<file path="src/inc/pdc_consts.svh">
// Constants for the PLL divider counter configuration block
//
// How it works
// Reference divider is 14 bits; bits 13:8 from 0x012[5:0], reset zero.
// Reference divider bits 7:0 from 0x011, reset one, so divide by one.
// Swallow counter is 6 bits from 0x013[5:0], reset zero; bits 7:6 unused.
// Main feedback counter is 13 bits; bits 7:0 from 0x014, reset three.
// Main counter bits 12:8 from 0x015[4:0], reset zero; bits 7:5 unused.
// Bit 6 of 0x016 holds the reference divider in reset while set.
// Bit 5 of 0x016 holds swallow and main counters in reset while set.
// Bit 4 of 0x016 holds all three counters in reset while set.
// Bit 3 of 0x016 bypasses the main counter; only for fixed divide mode.
// A held counter restarts from its initial state once all holds clear.
`ifndef PDC_CONSTS_SVH
`define PDC_CONSTS_SVH

// ==========================================================
// Register offsets
`define PDC_ADDR_REF_LO     13'h0011
`define PDC_ADDR_REF_HI     13'h0012
`define PDC_ADDR_SWALLOW    13'h0013
`define PDC_ADDR_FB_LO      13'h0014
`define PDC_ADDR_FB_HI      13'h0015
`define PDC_ADDR_CTL        13'h0016

// ==========================================================
// Reset values
`define PDC_RST_REF_LO      8'h01
`define PDC_RST_REF_HI      6'h00
`define PDC_RST_SWALLOW     6'h00
`define PDC_RST_FB_LO       8'h03
`define PDC_RST_FB_HI       5'h00
`define PDC_RST_CTL_BIT     1'h0

// ==========================================================
// Control register bit positions
`define PDC_BIT_RST_REF     6
`define PDC_BIT_RST_AB      5
`define PDC_BIT_RST_ALL     4
`define PDC_BIT_BYPASS      3

// ==========================================================
// Serial frame: 16 instruction bits then 8 data bits
`define PDC_LAST_INSTR_BIT  5'h0f
`define PDC_LAST_FRAME_BIT  5'h17
`define PDC_INSTR_RD_POS    15

`endif

</file>
<file path="src/inc/pdc_pkg.sv">
// Types shared by the PLL divider counter configuration block
`default_nettype none
package pdc_pkg;

   // ==========================================================
   // Serial port states
   typedef enum logic [2:0] {
      PDC_SPI_IDLE  = 3'b000,
      PDC_SPI_INSTR = 3'b001,
      PDC_SPI_WDATA = 3'b010,
      PDC_SPI_RDATA = 3'b011,
      PDC_SPI_DONE  = 3'b100
   } pdc_spi_state_t;

endpackage
`default_nettype wire

</file>
<file path="src/inc/pdc_cnt_if.sv">
// Carrier between the top level and one divider counter
`default_nettype none
interface pdc_cnt_if #(
   parameter int W = 14
);
   logic         tick;
   logic         hold;
   logic [W-1:0] div;
   logic         term;

   modport ctrl (output tick, output hold, output div, input term);
   modport cnt  (input tick, input hold, input div, output term);
endinterface
`default_nettype wire

</file>
<file path="src/design/pdc_sync.sv">
// Two-stage synchroniser with edge detection for pin inputs
`default_nettype none
module pdc_sync #(
   parameter int W = 5
) (
   input  wire logic         core_clk,
   input  wire logic         rstn,
   input  wire logic [W-1:0] din,
   output logic      [W-1:0] dout,
   output logic      [W-1:0] rise,
   output logic      [W-1:0] fall
);

   logic [W-1:0] meta;
   logic [W-1:0] stab;
   logic [W-1:0] last;

   // ==========================================================
   // One chain per bit; the first stage feeds only the second
   genvar i;
   generate
      for (i = 0; i < W; i++) begin : g_bit
         always_ff @(posedge core_clk or negedge rstn) begin
            if (!rstn) begin
               meta[i] <= 1'b0;
               stab[i] <= 1'b0;
               last[i] <= 1'b0;
            end else begin
               meta[i] <= din[i];
               stab[i] <= meta[i];
               last[i] <= stab[i];
            end
         end
         assign rise[i] = stab[i] & ~last[i];
         assign fall[i] = ~stab[i] & last[i];
      end
   endgenerate

   assign dout = stab;

endmodule
`default_nettype wire

</file>
<file path="src/design/pdc_div_counter.sv">
// Programmable divider counter: one terminal pulse per div ticks
`default_nettype none
module pdc_div_counter #(
   parameter int W = 14
) (
   input  wire logic core_clk,
   input  wire logic rstn,
   pdc_cnt_if.cnt    port
);

   logic [W-1:0] cnt;
   logic [W-1:0] next_cnt;
   logic         term;
   logic         next_term;

   // ==========================================================
   // Count state; a setting of zero behaves as divide by one
   always_comb begin
      next_cnt  = cnt;
      next_term = 1'b0;
      if (port.hold) begin
         next_cnt = W'(1);
      end else if (port.tick) begin
         if (cnt >= port.div) begin
            next_cnt  = W'(1);
            next_term = 1'b1;
         end else begin
            next_cnt = cnt + W'(1);
         end
      end
   end

   always_ff @(posedge core_clk or negedge rstn) begin
      if (!rstn) begin
         cnt  <= W'(1);
         term <= 1'b0;
      end else begin
         cnt  <= next_cnt;
         term <= next_term;
      end
   end

   assign port.term = term;

endmodule
`default_nettype wire

</file>
<file path="src/design/pdc_top.sv">
// Divider configuration registers, serial control port and loop counters
`default_nettype none
`include "pdc_consts.svh"
module pdc_top
   import pdc_pkg::*;
(
   input  wire logic core_clk,
   input  wire logic rstn,
   input  wire logic ref_clk_in,
   input  wire logic presc_clk_in,
   input  wire logic spi_sclk,
   input  wire logic spi_csb_n,
   input  wire logic spi_sdi,
   output logic      spi_sdo,
   output logic      spi_sdo_oe,
   output logic      ref_div_out,
   output logic      fb_div_out,
   output logic      mod_sel_out
);

   // ==========================================================
   // Pin synchronisers
   localparam int SYN_REF   = 0;
   localparam int SYN_PRESC = 1;
   localparam int SYN_SCLK  = 2;
   localparam int SYN_CSB   = 3;
   localparam int SYN_SDI   = 4;

   logic [4:0] syn_q;
   logic [4:0] syn_rise;
   logic [4:0] syn_fall;

   pdc_sync #(
      .W (5)
   ) u_sync (
      .core_clk (core_clk),
      .rstn     (rstn),
      .din      ({spi_sdi, spi_csb_n, spi_sclk, presc_clk_in, ref_clk_in}),
      .dout     (syn_q),
      .rise     (syn_rise),
      .fall     (syn_fall)
   );

   logic sclk_rise;
   logic sclk_fall;
   logic cs_idle;
   logic sdi;
   logic ref_tick;
   logic presc_tick;

   assign sclk_rise  = syn_rise[SYN_SCLK];
   assign sclk_fall  = syn_fall[SYN_SCLK];
   assign cs_idle    = syn_q[SYN_CSB];
   assign sdi        = syn_q[SYN_SDI];
   assign ref_tick   = syn_rise[SYN_REF];
   assign presc_tick = syn_rise[SYN_PRESC];

   // ==========================================================
   // Configuration registers
   logic [7:0] ref_lo;
   logic [5:0] ref_hi;
   logic [5:0] swallow;
   logic [7:0] fb_lo;
   logic [4:0] fb_hi;
   logic       rst_ref;
   logic       rst_ab;
   logic       rst_all;
   logic       b_bypass;

   logic [7:0] next_ref_lo;
   logic [5:0] next_ref_hi;
   logic [5:0] next_swallow;
   logic [7:0] next_fb_lo;
   logic [4:0] next_fb_hi;
   logic       next_rst_ref;
   logic       next_rst_ab;
   logic       next_rst_all;
   logic       next_b_bypass;

   logic        wr_en;
   logic [12:0] wr_addr;
   logic [7:0]  wr_data;

   // Unused and unimplemented bits read back as zero
   function automatic logic [7:0] reg_read(input logic [12:0] addr);
      logic [7:0] d;
      d = 8'h00;
      case (addr)
         `PDC_ADDR_REF_LO:  d = ref_lo;
         `PDC_ADDR_REF_HI:  d = {2'h0, ref_hi};
         `PDC_ADDR_SWALLOW: d = {2'h0, swallow};
         `PDC_ADDR_FB_LO:   d = fb_lo;
         `PDC_ADDR_FB_HI:   d = {3'h0, fb_hi};
         `PDC_ADDR_CTL:     d = {1'h0, rst_ref, rst_ab, rst_all, b_bypass, 3'h0};
         default:           d = 8'h00;
      endcase
      return d;
   endfunction

   always_comb begin
      next_ref_lo   = ref_lo;
      next_ref_hi   = ref_hi;
      next_swallow  = swallow;
      next_fb_lo    = fb_lo;
      next_fb_hi    = fb_hi;
      next_rst_ref  = rst_ref;
      next_rst_ab   = rst_ab;
      next_rst_all  = rst_all;
      next_b_bypass = b_bypass;
      if (wr_en) begin
         case (wr_addr)
            `PDC_ADDR_REF_LO: begin
               next_ref_lo = wr_data;
            end
            `PDC_ADDR_REF_HI: begin
               next_ref_hi = wr_data[5:0];
            end
            `PDC_ADDR_SWALLOW: begin
               next_swallow = wr_data[5:0];
            end
            `PDC_ADDR_FB_LO: begin
               next_fb_lo = wr_data;
            end
            `PDC_ADDR_FB_HI: begin
               next_fb_hi = wr_data[4:0];
            end
            `PDC_ADDR_CTL: begin
               next_rst_ref  = wr_data[`PDC_BIT_RST_REF];
               next_rst_ab   = wr_data[`PDC_BIT_RST_AB];
               next_rst_all  = wr_data[`PDC_BIT_RST_ALL];
               next_b_bypass = wr_data[`PDC_BIT_BYPASS];
            end
            default: begin
            end
         endcase
      end
   end

   always_ff @(posedge core_clk or negedge rstn) begin
      if (!rstn) begin
         ref_lo   <= `PDC_RST_REF_LO;
         ref_hi   <= `PDC_RST_REF_HI;
         swallow  <= `PDC_RST_SWALLOW;
         fb_lo    <= `PDC_RST_FB_LO;
         fb_hi    <= `PDC_RST_FB_HI;
         rst_ref  <= `PDC_RST_CTL_BIT;
         rst_ab   <= `PDC_RST_CTL_BIT;
         rst_all  <= `PDC_RST_CTL_BIT;
         b_bypass <= `PDC_RST_CTL_BIT;
      end else begin
         ref_lo   <= next_ref_lo;
         ref_hi   <= next_ref_hi;
         swallow  <= next_swallow;
         fb_lo    <= next_fb_lo;
         fb_hi    <= next_fb_hi;
         rst_ref  <= next_rst_ref;
         rst_ab   <= next_rst_ab;
         rst_all  <= next_rst_all;
         b_bypass <= next_b_bypass;
      end
   end

   // ==========================================================
   // Serial control port: one byte per frame, mode 0
   pdc_spi_state_t st;
   pdc_spi_state_t next_st;
   logic [4:0]     bit_cnt;
   logic [4:0]     next_bit_cnt;
   logic [23:0]    sh_in;
   logic [23:0]    next_sh_in;
   logic [23:0]    shifted;
   logic [7:0]     rd_sh;
   logic [7:0]     next_rd_sh;
   logic           next_sdo;
   logic           next_sdo_oe;

   assign shifted = {sh_in[22:0], sdi};
   assign wr_addr = shifted[20:8];
   assign wr_data = shifted[7:0];

   always_comb begin
      next_st      = st;
      next_bit_cnt = bit_cnt;
      next_sh_in   = sh_in;
      next_rd_sh   = rd_sh;
      next_sdo     = spi_sdo;
      next_sdo_oe  = spi_sdo_oe;
      wr_en        = 1'b0;
      if (cs_idle) begin
         // Deselect aborts any frame; a half-written byte is dropped
         next_st      = PDC_SPI_IDLE;
         next_bit_cnt = 5'h00;
         next_sdo     = 1'b0;
         next_sdo_oe  = 1'b0;
      end else begin
         unique case (st)
            PDC_SPI_IDLE: begin
               next_st      = PDC_SPI_INSTR;
               next_bit_cnt = 5'h00;
            end
            PDC_SPI_INSTR: begin
               if (sclk_rise) begin
                  next_sh_in   = shifted;
                  next_bit_cnt = bit_cnt + 5'h01;
                  if (bit_cnt == `PDC_LAST_INSTR_BIT) begin
                     if (shifted[`PDC_INSTR_RD_POS]) begin
                        // Read data is captured once the address is complete
                        next_rd_sh  = reg_read(shifted[12:0]);
                        next_sdo_oe = 1'b1;
                        next_st     = PDC_SPI_RDATA;
                     end else begin
                        next_st = PDC_SPI_WDATA;
                     end
                  end
               end
            end
            PDC_SPI_WDATA: begin
               if (sclk_rise) begin
                  next_sh_in   = shifted;
                  next_bit_cnt = bit_cnt + 5'h01;
                  if (bit_cnt == `PDC_LAST_FRAME_BIT) begin
                     wr_en   = 1'b1;
                     next_st = PDC_SPI_DONE;
                  end
               end
            end
            PDC_SPI_RDATA: begin
               if (sclk_fall) begin
                  next_sdo   = rd_sh[7];
                  next_rd_sh = {rd_sh[6:0], 1'b0};
               end
               if (sclk_rise) begin
                  next_bit_cnt = bit_cnt + 5'h01;
                  if (bit_cnt == `PDC_LAST_FRAME_BIT) begin
                     next_st = PDC_SPI_DONE;
                  end
               end
            end
            PDC_SPI_DONE: begin
               next_sdo_oe = 1'b0;
            end
            default: begin
               next_st = PDC_SPI_IDLE;
            end
         endcase
      end
   end

   always_ff @(posedge core_clk or negedge rstn) begin
      if (!rstn) begin
         st         <= PDC_SPI_IDLE;
         bit_cnt    <= 5'h00;
         sh_in      <= 24'h000000;
         rd_sh      <= 8'h00;
         spi_sdo    <= 1'b0;
         spi_sdo_oe <= 1'b0;
      end else begin
         st         <= next_st;
         bit_cnt    <= next_bit_cnt;
         sh_in      <= next_sh_in;
         rd_sh      <= next_rd_sh;
         spi_sdo    <= next_sdo;
         spi_sdo_oe <= next_sdo_oe;
      end
   end

   // ==========================================================
   // Loop counters
   logic ref_hold;
   logic ab_hold;

   assign ref_hold = rst_ref | rst_all;
   assign ab_hold  = rst_ab | rst_all;

   pdc_cnt_if #(.W(14)) ref_if ();
   pdc_cnt_if #(.W(13)) fb_if ();

   assign ref_if.tick = ref_tick;
   assign ref_if.hold = ref_hold;
   assign ref_if.div  = {ref_hi, ref_lo};
   assign fb_if.tick  = presc_tick;
   assign fb_if.hold  = ab_hold | b_bypass;
   assign fb_if.div   = {fb_hi, fb_lo};

   pdc_div_counter #(
      .W (14)
   ) u_ref_cnt (
      .core_clk (core_clk),
      .rstn     (rstn),
      .port     (ref_if.cnt)
   );

   pdc_div_counter #(
      .W (13)
   ) u_fb_cnt (
      .core_clk (core_clk),
      .rstn     (rstn),
      .port     (fb_if.cnt)
   );

   // Swallow count: prescaler runs at the higher modulus for the
   // first swallow ticks of each main counter cycle
   logic [5:0] a_cnt;
   logic [5:0] next_a_cnt;
   logic       next_ref_div_out;
   logic       next_fb_div_out;
   logic       next_mod_sel;

   always_comb begin
      next_a_cnt = a_cnt;
      if (ab_hold || fb_if.term) begin
         next_a_cnt = 6'h00;
      end else if (presc_tick && (a_cnt < swallow)) begin
         next_a_cnt = a_cnt + 6'h01;
      end
      next_ref_div_out = ref_if.term;
      // Bypass passes every prescaler rising edge while ab_hold is clear; valid in fixed divide mode only
      if (b_bypass) begin
         next_fb_div_out = presc_tick & ~ab_hold;
         next_mod_sel    = 1'b0;
      end else begin
         next_fb_div_out = fb_if.term;
         next_mod_sel    = ~ab_hold & (next_a_cnt < swallow);
      end
   end

   always_ff @(posedge core_clk or negedge rstn) begin
      if (!rstn) begin
         a_cnt       <= 6'h00;
         ref_div_out <= 1'b0;
         fb_div_out  <= 1'b0;
         mod_sel_out <= 1'b0;
      end else begin
         a_cnt       <= next_a_cnt;
         ref_div_out <= next_ref_div_out;
         fb_div_out  <= next_fb_div_out;
         mod_sel_out <= next_mod_sel;
      end
   end

endmodule
`default_nettype wire

</file>
<file path="config.mk">
export PLATFORM = sky130hd
export DESIGN_NAME = pdc_top
export DESIGN_NICKNAME = d
export VERILOG_FILES = /design/src/inc/pdc_pkg.sv /design/src/inc/pdc_cnt_if.sv /design/src/design/pdc_sync.sv /design/src/design/pdc_div_counter.sv /design/src/design/pdc_top.sv
export VERILOG_INCLUDE_DIRS = /design/src /design/src/inc
export SDC_FILE = /design/constraint.sdc
export NUM_CORES = 1
export LEC_CHECK = 0
export ABC_AREA = 1
export BUFFER_PORTS_ARGS = -buffer_cell sky130_fd_sc_hd__buf_2
export CORE_ASPECT_RATIO = 1.75
export CORE_MARGIN = 8
export CORE_UTILIZATION = 50
export DETAILED_ROUTE_END_ITERATION = 10
export GPL_TIMING_DRIVEN = 0
export MAX_ROUTING_LAYER = met4
export PLACE_DENSITY = 0.74
export SETUP_SLACK_MARGIN = 0.5
export SLEW_MARGIN = 20
export SYNTH_ARGS = -nofsm -noshare
export SYNTH_HDL_FRONTEND = slang
export SYNTH_SLANG_ARGS = --single-unit
</file>
<file path="constraint.sdc">
create_clock -name core_clk -period 2.85 [get_ports core_clk]
set_input_delay 0.855 -clock core_clk [delete_from_list [all_inputs] [get_ports core_clk]]
set_output_delay 0.855 -clock core_clk [all_outputs]
set_load 0.02 [all_outputs]
</file>
Word level (Yosys, flattened, before mapping)
Index checks and enable logic that the tools add are counted.
- word-level logic and storage cells: 157
- output and inout port bits: 5
- input bits: 7
- register bits after elaboration: 126
- muxes and demuxes: 44
- reduce and logical (&&, ||, !) cells: 25
- order comparisons: 4
- eq/ne operators: 29
- bitwise gates (word level): 15
- add/sub/neg operators: 4
- operators by type and width (kind ; number):
    13-bit by 5-bit equality test with 1-bit output (second input constant) ; 12
    8-bit one-hot mux with 6 select lines ; 1
    14-bit 2-to-1 mux ; 3
    13-bit 2-to-1 mux ; 3
    8-bit 2-to-1 mux ; 4
    1-bit 2-to-1 mux ; 20
    8-bit one-hot mux with 2 select lines ; 1
    2-bit AND reduction ; 8
    3-bit 2-to-1 mux ; 5
    14-bit by 1-bit adder with 14-bit output (second input constant) ; 1
    14-bit >= comparator ; 1
    13-bit by 1-bit adder with 13-bit output (second input constant) ; 1
    13-bit >= comparator ; 1
    6-bit < comparator ; 2
    6-bit 2-to-1 mux ; 2
    3-bit one-hot mux with 4 select lines ; 1
    5-bit 2-to-1 mux ; 2
    5-bit one-hot mux with 2 select lines ; 1
    2-bit nonzero test ; 5
    3-bit by 1-bit inequality test with 1-bit output (second input constant) ; 3
    3-bit by 2-bit inequality test with 1-bit output (second input constant) ; 3
    2-bit inequality test (second input constant) ; 4
    6-bit by 1-bit adder with 6-bit output (second input constant) ; 1
    1-bit bitwise AND ; 6
    other kinds (20) ; 30

Longest topological paths before layout
Gate-level depths: netlist of the first run.
- depth after elaboration: 8
- depth in mapped cells: 18
- depth with buffers taken out: 18

By module
From an unflattened synthesis of the first run, not the netlist that was laid out.
- cell total of the unflattened synthesis: 944
- area, all modules: 7405.9 µm²
- by module, submodules not included (module ; times used ; cells each ; sequential area each (µm²) ; area each (µm²)):
    pdc_top ; 1 ; 523 ; 2105.8 ; 4222.8
    pdc_div_counter at u_ref_cnt ; 1 ; 203 ; 376.6 ; 1403.8
    pdc_div_counter at u_fb_cnt ; 1 ; 183 ; 351.6 ; 1328.8
    pdc_sync ; 1 ; 35 ; 375.4 ; 450.4

Least setup slack after synthesis of the first run
OpenSTA, ideal clock, no wires.
- path type: reg2reg
- start: register swallow[5]
- end: register mod_sel_out
- data required time: 2773 ps
- cell stages (with the launch flop): 19
- clock period less this slack: 2161 ps
- library setup time: 77 ps
- arrival: 2084 ps
- buffers on the path: 0
- setup slack: 689 ps
- path through: dfrtp_1 inv_1 ha_1 nand2_1 nand2_1 nor2_1 nand2_1 inv_1 nand2_1 inv_1 nand3_1 nor2_1 nand3_1 nand2_1 nor2_1 ha_1 a21oi_1 o211ai_1 a21oi_1
- word-level cells in the longest chain between the ends: 7
- RTL lines (what ; RTL line ; RTL):
    start, declared ; pdc_top.sv:62 ; logic [5:0] swallow;
    start signal, assigned ; pdc_top.sv:143 ; swallow <= `PDC_RST_SWALLOW;
    start signal, assigned ; pdc_top.sv:153 ; swallow <= next_swallow;
    6-bit < comparator ; pdc_top.sv:313 ; end else if (presc_tick && (a_cnt < swallow)) begin
    1-bit logical AND ; pdc_top.sv:313 ;
    6-bit 2-to-1 mux ; pdc_top.sv:313 ;
    6-bit 2-to-1 mux ; pdc_top.sv:311 ; if (ab_hold || fb_if.term) begin
    via next_a_cnt[5] ; pdc_top.sv:304 ; logic [5:0] next_a_cnt;
    6-bit < comparator ; pdc_top.sv:323 ; next_mod_sel = ~ab_hold & (next_a_cnt < swallow);
    1-bit bitwise AND ; pdc_top.sv:323 ;
    1-bit 2-to-1 mux ; pdc_top.sv:318 ; if (b_bypass) begin
    via next_mod_sel ; pdc_top.sv:307 ; logic next_mod_sel;
    end signal, assigned ; pdc_top.sv:337 ; mod_sel_out <= next_mod_sel;
    end, declared ; pdc_top.sv:18 ; output logic mod_sel_out
The timed path passes the listed nets, and every way through them passes these cells.
A chain may end at the register's enable or synchronous reset.

Final worst setup path of the first run
Same ends and word-level chain as after synthesis.

==> run_results.csv, run 1 <==
group,metric,value,unit
global_route,grt_usage,18.8,%
placed_design,io_buffers,11,
synthesis,synth.top_cells.by_area,"dfrtp_1 (44%), nand2_1 (11%), ha_1 (7.7%)",
global_route,antenna_found_initial,0,
synthesis,synth.most_common_cell,"nand2_1",
drt,drc,0,
timing,finalSetupViolCount,0,
synthesis,yosysWarningCount,0,
layout,drive_above_1_share,13.8,%
placed_design,gp_congestion,0.968,
drt,wl_per_cell,14.7,µm
layout,fin_nets,936,
pwr,leakagePower,3.72,nW
synthesis,ys_ff_latch,126,
layout,n_antenna_cell,0,
global_route,grt_pass1_vias,5596,
global_route,grt_pass1_wl,26.2,mm
clock_network,worstSkewPairLatency,0.43,ns
drt,ant_nets,0,
timing,clock_skew,0.00991,ns
timing,maxSlewViolCount,0,
drt,vias,5671,
worst_setup_path,start_kind,"register",
pwr,p_int,3.37,mW
status,run_status,"complete, no violations",
synthesis,syn_avg_cell_area,8.10,µm²
drt,first_iter_violations,282,
hold_path,hp-class,"register to register",
clock_network,cts_max_level,4,
timing,slew_headroom,67.9,%
drt,wl,15.8,mm
timing,worstMarginPinSlew,0.478,ns
synthesis,syn_area,0.00687,mm²
floorplan,initial_core_util,51.1,%
synthesis,synth_edf_count,0,
worst_setup_path,crit_required,3.19,ns
layout,syn_to_final_growth,15.4,%
clock_network,cts.path.max_buffers,2,
floorplan,io_pins,12,
clock_network,clock_sinks,126,
pwr,peakVddDrop,0.000457,V
synthesis,synthCells,848,
synthesis,synth_cell_types,41,
pwr,power_density,610,mW/mm²
floorplan,die_h,171,µm
pwr,clkPwrFrac,44.8,%
placed_design,hpwlAfterDp,11.4,mm
flow_run,maxCapViolCount,0,
clock_network,hold_buffers,0,
drt,drtPass1Iterations,5,
synthesis,ys_top_cells_by_count,"nand2_1 (209), dfrtp_1 (121), inv_1 (109), nor2_1 (67), o21ai_0 (58)",
timing,final.setup.worst_slack,0.545,ns
timing,hold_violations,0,
pwr,pwr-share-seq,41.1,%
global_route,overflow,0,
pwr,pwr-share-comb,14.2,%
synthesis,yosysTopAreaCell,"dfrtp_1",
synthesis,syn-num-nets,897,
floorplan,die_w,105,µm
clock_network,clkSlewWorstSetupHoldPaths,0.06,ns
synthesis,synth-seq-area-share,46.0,%
floorplan,core,0.0135,mm²
drt,via_per_inst,5.28,
global_route,grt_max_degree,68,
pwr,p_sw_share,30.3,%
timing,post-route-min-period,2.30,ns
timing,timing.fmax,434,MHz
floorplan,die_area,0.0179,mm²
placed_design,dp_slack,0.307,ns
timing,rsz0062_at_grt,"yes",
worst_setup_path,critPathMaxFanout,4,
pwr,p_sw,1.46,mW
worst_setup_path,crit_path_end_kind,"register",
timing,holdWs,0.346,ns
floorplan,rows,56,
clock_network,clockRootBuffer,"clkbuf_16",
worst_setup_path,worstSetupPathType,"register to register",
synthesis,synth_top_area_share,44.1,%
clock_network,tritoncts,"yes",
worst_setup_path,arrival,2.65,ns
timing,period_share,80.9,%
synthesis,async_flop_share,100,%
synthesis,synth_flop_cell,"dfrtp_1",
clock_network,cts_inserted_buffers,17,
-- registers in the layout, indices dropped and copies added (netlist names), 5 cells and up --
signal,flops
sh_in,20
u_sync.meta,5
rd_sh,8
u_ref_cnt.cnt,14
fb_lo,8
ref_hi,6
swallow,6
u_fb_cnt.cnt,13
u_sync.dout,5
fb_hi,5
ref_lo,8
bit_cnt,5
a_cnt,6
-- cell usage in the layout (no fill, tap or decap), drive strengths merged, types with 9 or more instances in the layout --
cell / netlist / layout
ha: 42 / 42
nor2: 72 / 72
nand3: 60 / 60
nor3: 27 / 27
xor2: 14 / 14
o21ai: 90 / 90
nand4: 18 / 18
clkbuf: 5 / 22
clkinv: 4 / 9
dfrtp: 121 / 121
inv: 116 / 121
a21oi: 26 / 26
buf: 9 / 29
nand2: 211 / 211
-- cell type report --
| cell class | count | area [µm²] |
|---|---|---|
| buffer | 14 | 83.8 |
| clock buffer | 17 | 425 |
| tap | 174 | 218 |
| multi-input combinational | 588 | 3270 |
| sequential | 126 | 3160 |
| fill | 1192 | 5530 |
| timing repair buffer | 20 | 153 |
| inverter | 120 | 454 |
| clock inverter | 15 | 163 |
-- path summary, 6_finish.rpt --
kind | slack [ns] | start | cells after the start | endpoint
setup / recovery | 0.55 | swallow[5] | 17 | mod_sel_out
hold / removal | 0.35 | u_sync.meta[2] | 0 | u_sync.dout[2]
setup reg to reg | 0.55 | swallow[5] | 17 | mod_sel_out
hold reg to reg | 0.35 | u_sync.meta[2] | 0 | u_sync.dout[2]
max in group asynchronous | 1.77 | rstn | 2 | u_fb_cnt.cnt[0]
min in group asynchronous | 0.36 | rstn | 1 | sh_in[17]
-- metrics by stage --
step / power [mW] / std cells / util (%) / instance area (µm²) / TNS, ns
global placement: 2.68 / 1033 / 53.1 / 7140 / -91.92
finish: 4.83 / 1074 / 58.9 / 7930 / 0
floorplan: 2.48 / 848 / - / 6870 / 0
global route: 5.04 / 1074 / 58.9 / 7930 / 0
detailed placement: 2.70 / 1034 / 53.4 / 7180 / 0
CTS: 4.87 / 1068 / 58.0 / 7800 / 0
-- power groups by stage --
stage	Sequential, mW	Combinational [mW]	Clock, mW
6_report	1.98	0.685	2.16
5_1_grt	2.00	0.768	2.27
4_1_cts	1.98	0.687	2.20
3_5_place_dp	2.01	0.684	0
3_3_place_gp	2.01	0.668	0
2_1_floorplan	2.00	0.473	0
-- routing by layer --
layer | track usage, % | routed length [µm]
met5 | - | 0
met1 | 18.7 | 6170
met4 | 9.68 | 629
met2 | 34.2 | 8560
met3 | 3.69 | 431
-- worst max-delay path, cell delays in order, from the launching register on --
cell and delay, ns:
dfrtp_1 0.41, inv_2 0.09, ha_4 0.21, nand2_2 0.06
nand2_2 0.05, nor2_2 0.10, nand2_1 0.07, inv_2 0.08
nand2_4 0.07, inv_4 0.07, nand3_4 0.08, nor2_4 0.12
a21oi_2 0.07, nor2_2 0.16, ha_4 0.23, a21oi_2 0.13
o211ai_1 0.09, a21oi_1 0.14
-- logic make-up (layout without fill, tap and decap cells) --
group	count (synthesis)	in the layout	share of synthesized area [%]
AND/OR/NAND/NOR	396	396	25.6
AO/OA/AOI/OAI	132	132	10.6
adder cells (fa/ha/maj)	42	42	7.65
buffers and inverters	134	186	7.80
XOR/XNOR	18	18	2.30
flip-flops	126	126	46.0
-- what timing repair did --
item	in CTS	in global routing
buffers inserted	2	6
resized for setup	7	20
pin swaps	7	11
endpoints found under the setup margin	1	1
(Power assumes the default switching activity.)
==> run 2: changes to the inputs <==
--- a/config.mk
+++ b/config.mk
@@ -6,7 +6,7 @@
 export SDC_FILE = /design/constraint.sdc
 export NUM_CORES = 1
 export LEC_CHECK = 0
-export ABC_AREA = 1
+export ABC_AREA = 0
 export BUFFER_PORTS_ARGS = -buffer_cell sky130_fd_sc_hd__buf_2
 export CORE_ASPECT_RATIO = 1.75
 export CORE_MARGIN = 8
==> constraint.sdc (replaced) <==
create_clock -name core_clk -period 2.2 [get_ports core_clk]
set_input_delay 0.66 -clock core_clk [delete_from_list [all_inputs] [get_ports core_clk]]
set_output_delay 0.66 -clock core_clk [all_outputs]
set_load 0.02 [all_outputs]
==> run_results.csv, run 2 <==
group,metric,value,unit
status,run_status,"finished, violations left",
status,violations,"negative setup slack",
worst_setup_path,start_kind,"register",
timing,final.setup.worst_slack,-0.451,ns
worst_setup_path,crit_path_end_kind,"register",
placed_design,io_buffers,11,
synthesis,yosysWarningCount,0,
worst_setup_path,worstSetupPathType,"register to register",
synthesis,yosysTopAreaCell,"dfrtp_1",
pwr,pwr-share-seq,44.6,%
layout,fin_area,0.00900,mm²
clock_network,cts_inserted_buffers,17,
flow_run,maxCapViolCount,0,
clock_network,hold_buffers,0,
synthesis,synth_flop_cell,"dfrtp_1",
synthesis,synth_cell_types,60,
drt,vias,5657,
worst_setup_path,arrival,3.00,ns
synthesis,synth-seq-area-share,47.5,%
clock_network,cts_max_level,4,
worst_setup_path,cpPeakStageDelay,0.38,ns
drt,via_per_inst,6.01,
timing,fin_tns_setup,-1.94,ns
drt,drc,0,
worst_setup_path,reg2reg_slack,-0.45,ns
synthesis,synth.top_cells.by_area,"dfrtp_1 (45%), mux2_2 (9.8%), ha_1 (7.9%)",
global_route,grt_pass1_vias,5880,
timing,post-route-min-period,2.65,ns
floorplan,die_area,0.0174,mm²
clock_network,clock_sinks,126,
drt,wl_per_cell,19.6,µm
worst_setup_path,crit_required,2.54,ns
layout,fin_util,68.3,%
drt,first_iter_violations,301,
worst_setup_path,cp.buffers_inverters,2,
timing,period_share,121,%
layout,regMostFlops,"sh_in",
layout,largestRegisters,"sh_in x20, u_ref_cnt.cnt x14, u_fb_cnt.cnt x13",
clock_network,cts.path.max_buffers,2,
worst_setup_path,cp_top_family,"compound AO/OA/AOI/OAI gates",
drt,wl,18.5,mm
pwr,pwr-share-comb,8.4,%
synthesis,async_flop_share,100,%
layout,final_cell_mix,"dfrtp_1 (113), buf_4 (63), nand2_1 (47)",
synthesis,syn_avg_cell_area,10.3,µm²
floorplan,core,0.0132,mm²
pwr,peakVddDrop,0.000467,V
worst_setup_path,reg2reg_from,"swallow[3]",
layout,final_common_cell,"dfrtp_1",
pwr,p_sw,1.51,mW
worst_setup_path,crit_chain,"inv_1 > ha_4 > a21oi_2 > o21ai_2 > buf_4 > nor4_2 > xnor2_1 > nor2_1 > ha_1 > a211oi_2 > nand3b_1 > o21ai_1",
synthesis,synthCells,649,
drt,ant_nets,0,
synthesis,ys_ff_latch,126,
placed_design,gp_congestion,0.889,
floorplan,io_pins,12,
floorplan,rows,56,
placed_design,place_area,0.00721,mm²
drt,drtPass1Iterations,5,
timing,hold_violations,0,
worst_setup_path,cpMaxStageDelayCell,"dfrtp_1",
timing,rsz0062_at_grt,"yes",
floorplan,initial_core_util,50.5,%
layout,n_antenna_cell,0,
synthesis,syn-num-nets,698,
worst_setup_path,reg2reg_depth,12,
floorplan,die_w,103,µm
timing,worstMarginPinSlew,0.729,ns
layout,drive_above_1_share,41.1,%
layout,syn_to_final_growth,35.2,%
worst_setup_path,path_depth,12,
pwr,leakagePower,4.01,nW
pwr,p_int,4.03,mW
worst_setup_path,timing.rr.end,"mod_sel_out",
worst_setup_path,critPathMaxFanout,4,
pwr,p_sw_share,27.3,%
global_route,grt_usage,21.6,%
synthesis,synth_top_area_share,45.5,%
hold_path,hp-class,"primary input to asynchronous set/reset pin",
timing,maxSlewViolCount,0,
pwr,clkPwrFrac,46.9,%
synthesis,synth_edf_count,0,
global_route,overflow,0,
clock_network,clockRootBuffer,"clkbuf_16",
placed_design,hpwlAfterDp,11.1,mm
layout,largest_reg_flops,20,
clock_network,clkSlewWorstSetupHoldPaths,0.06,ns
floorplan,die_h,169,µm
global_route,antenna_found_initial,0,
global_route,grt_max_degree,79,
synthesis,synth.most_common_cell,"dfrtp_1",
timing,clock_skew,0.0120,ns
synthesis,syn_area,0.00666,mm²
timing,slew_headroom,51.4,%
timing,finalSetupViolCount,14,
clock_network,tritoncts,"yes",
clock_network,worstSkewPairLatency,0.42,ns
global_route,grt_pass1_wl,28.5,mm
timing,timing.fmax,377,MHz
layout,fin_nets,804,
pwr,power_density,615,mW/mm²
pwr,total_power,5.54,mW
synthesis,ys_top_cells_by_count,"dfrtp_1 (121), mux2_2 (58), nand2_1 (50), nor2_1 (48), ha_1 (42)",
[run 2: worst max-delay path by stage]
stage                          start        endpoint  slack, ns
after floorplan           swallow[5]     mod_sel_out      -0.19
final                     swallow[3]     mod_sel_out      -0.45
after global routing      swallow[3]     mod_sel_out      -0.58
after detailed placement  swallow[3]     mod_sel_out      -0.55
after global placement          rstn  u_sync.meta[0]      -1.07
after CTS                 swallow[5]     mod_sel_out      -0.42
[run 2: layout make-up]
| type | count | area, µm² |
|---|---|---|
| plain buffers | 19 | 135 |
| clock buffers | 19 | 443 |
| clock inverters | 13 | 104 |
| fillers | 924 | 4170 |
| inverters | 40 | 150 |
| multi-input cells | 464 | 4070 |
| flip-flops and latches | 126 | 3170 |
| well taps | 174 | 218 |
| repair buffers | 87 | 713 |
[run 2: what timing repair did]
action                                  in CTS  in global routing
buffers inserted                            55                 20
pin swaps                                   37                 46
endpoints found under the hold margin        0                  0
gates cloned                                 0                  0
resized for setup                           97                 67
endpoints found under the setup margin      99                100
[run 2: layer usage]
| metal | wire length [µm] | up-vias | GRT usage [%] |
|---|---|---|---|
| met2 | 10100 | 187 | 37.2 |
| met5 | 0 | - | - |
| met4 | 1120 | 0 | 14.4 |
| li1 | - | 2548 | - |
| met3 | 660 | 80 | 4.40 |
| met1 | 6570 | 2842 | 21.1 |
[run 2: cells by family (layout without fill, tap and decap cells)]
kind of cell / after synthesis / after routing / synth area share (%)
AO/OA/AOI/OAI: 129 / 129 / 11.7
buffers and inverters: 59 / 178 / 3.48
adder cells (fa/ha/maj): 42 / 42 / 7.90
XOR/XNOR: 15 / 15 / 1.97
flip-flops: 126 / 126 / 47.5
multiplexers: 63 / 63 / 10.6
AND/OR/NAND/NOR: 215 / 215 / 16.9
[run 2: per-stage QoR]
step | hold slack [ns] | std cells | worst slack (ns)
after floorplan | 0.331 | 649 | -0.187
after global placement | 0.332 | 834 | -1.07
after detailed placement | 0.335 | 835 | -0.552
after CTS | 0.299 | 922 | -0.423
after global routing | 0.324 | 942 | -0.585
final | 0.272 | 942 | -0.451
[run 2: power by group through the flow]
stage / Combinational [mW] / Clock [mW] / Sequential (mW)
CTS: 0.443 / 2.61 / 2.46
detailed placement: 0.396 / 0 / 2.50
floorplan: 0.256 / 0 / 2.46
global placement: 0.380 / 0 / 2.49
finish: 0.467 / 2.60 / 2.47
global route: 0.504 / 2.73 / 2.47
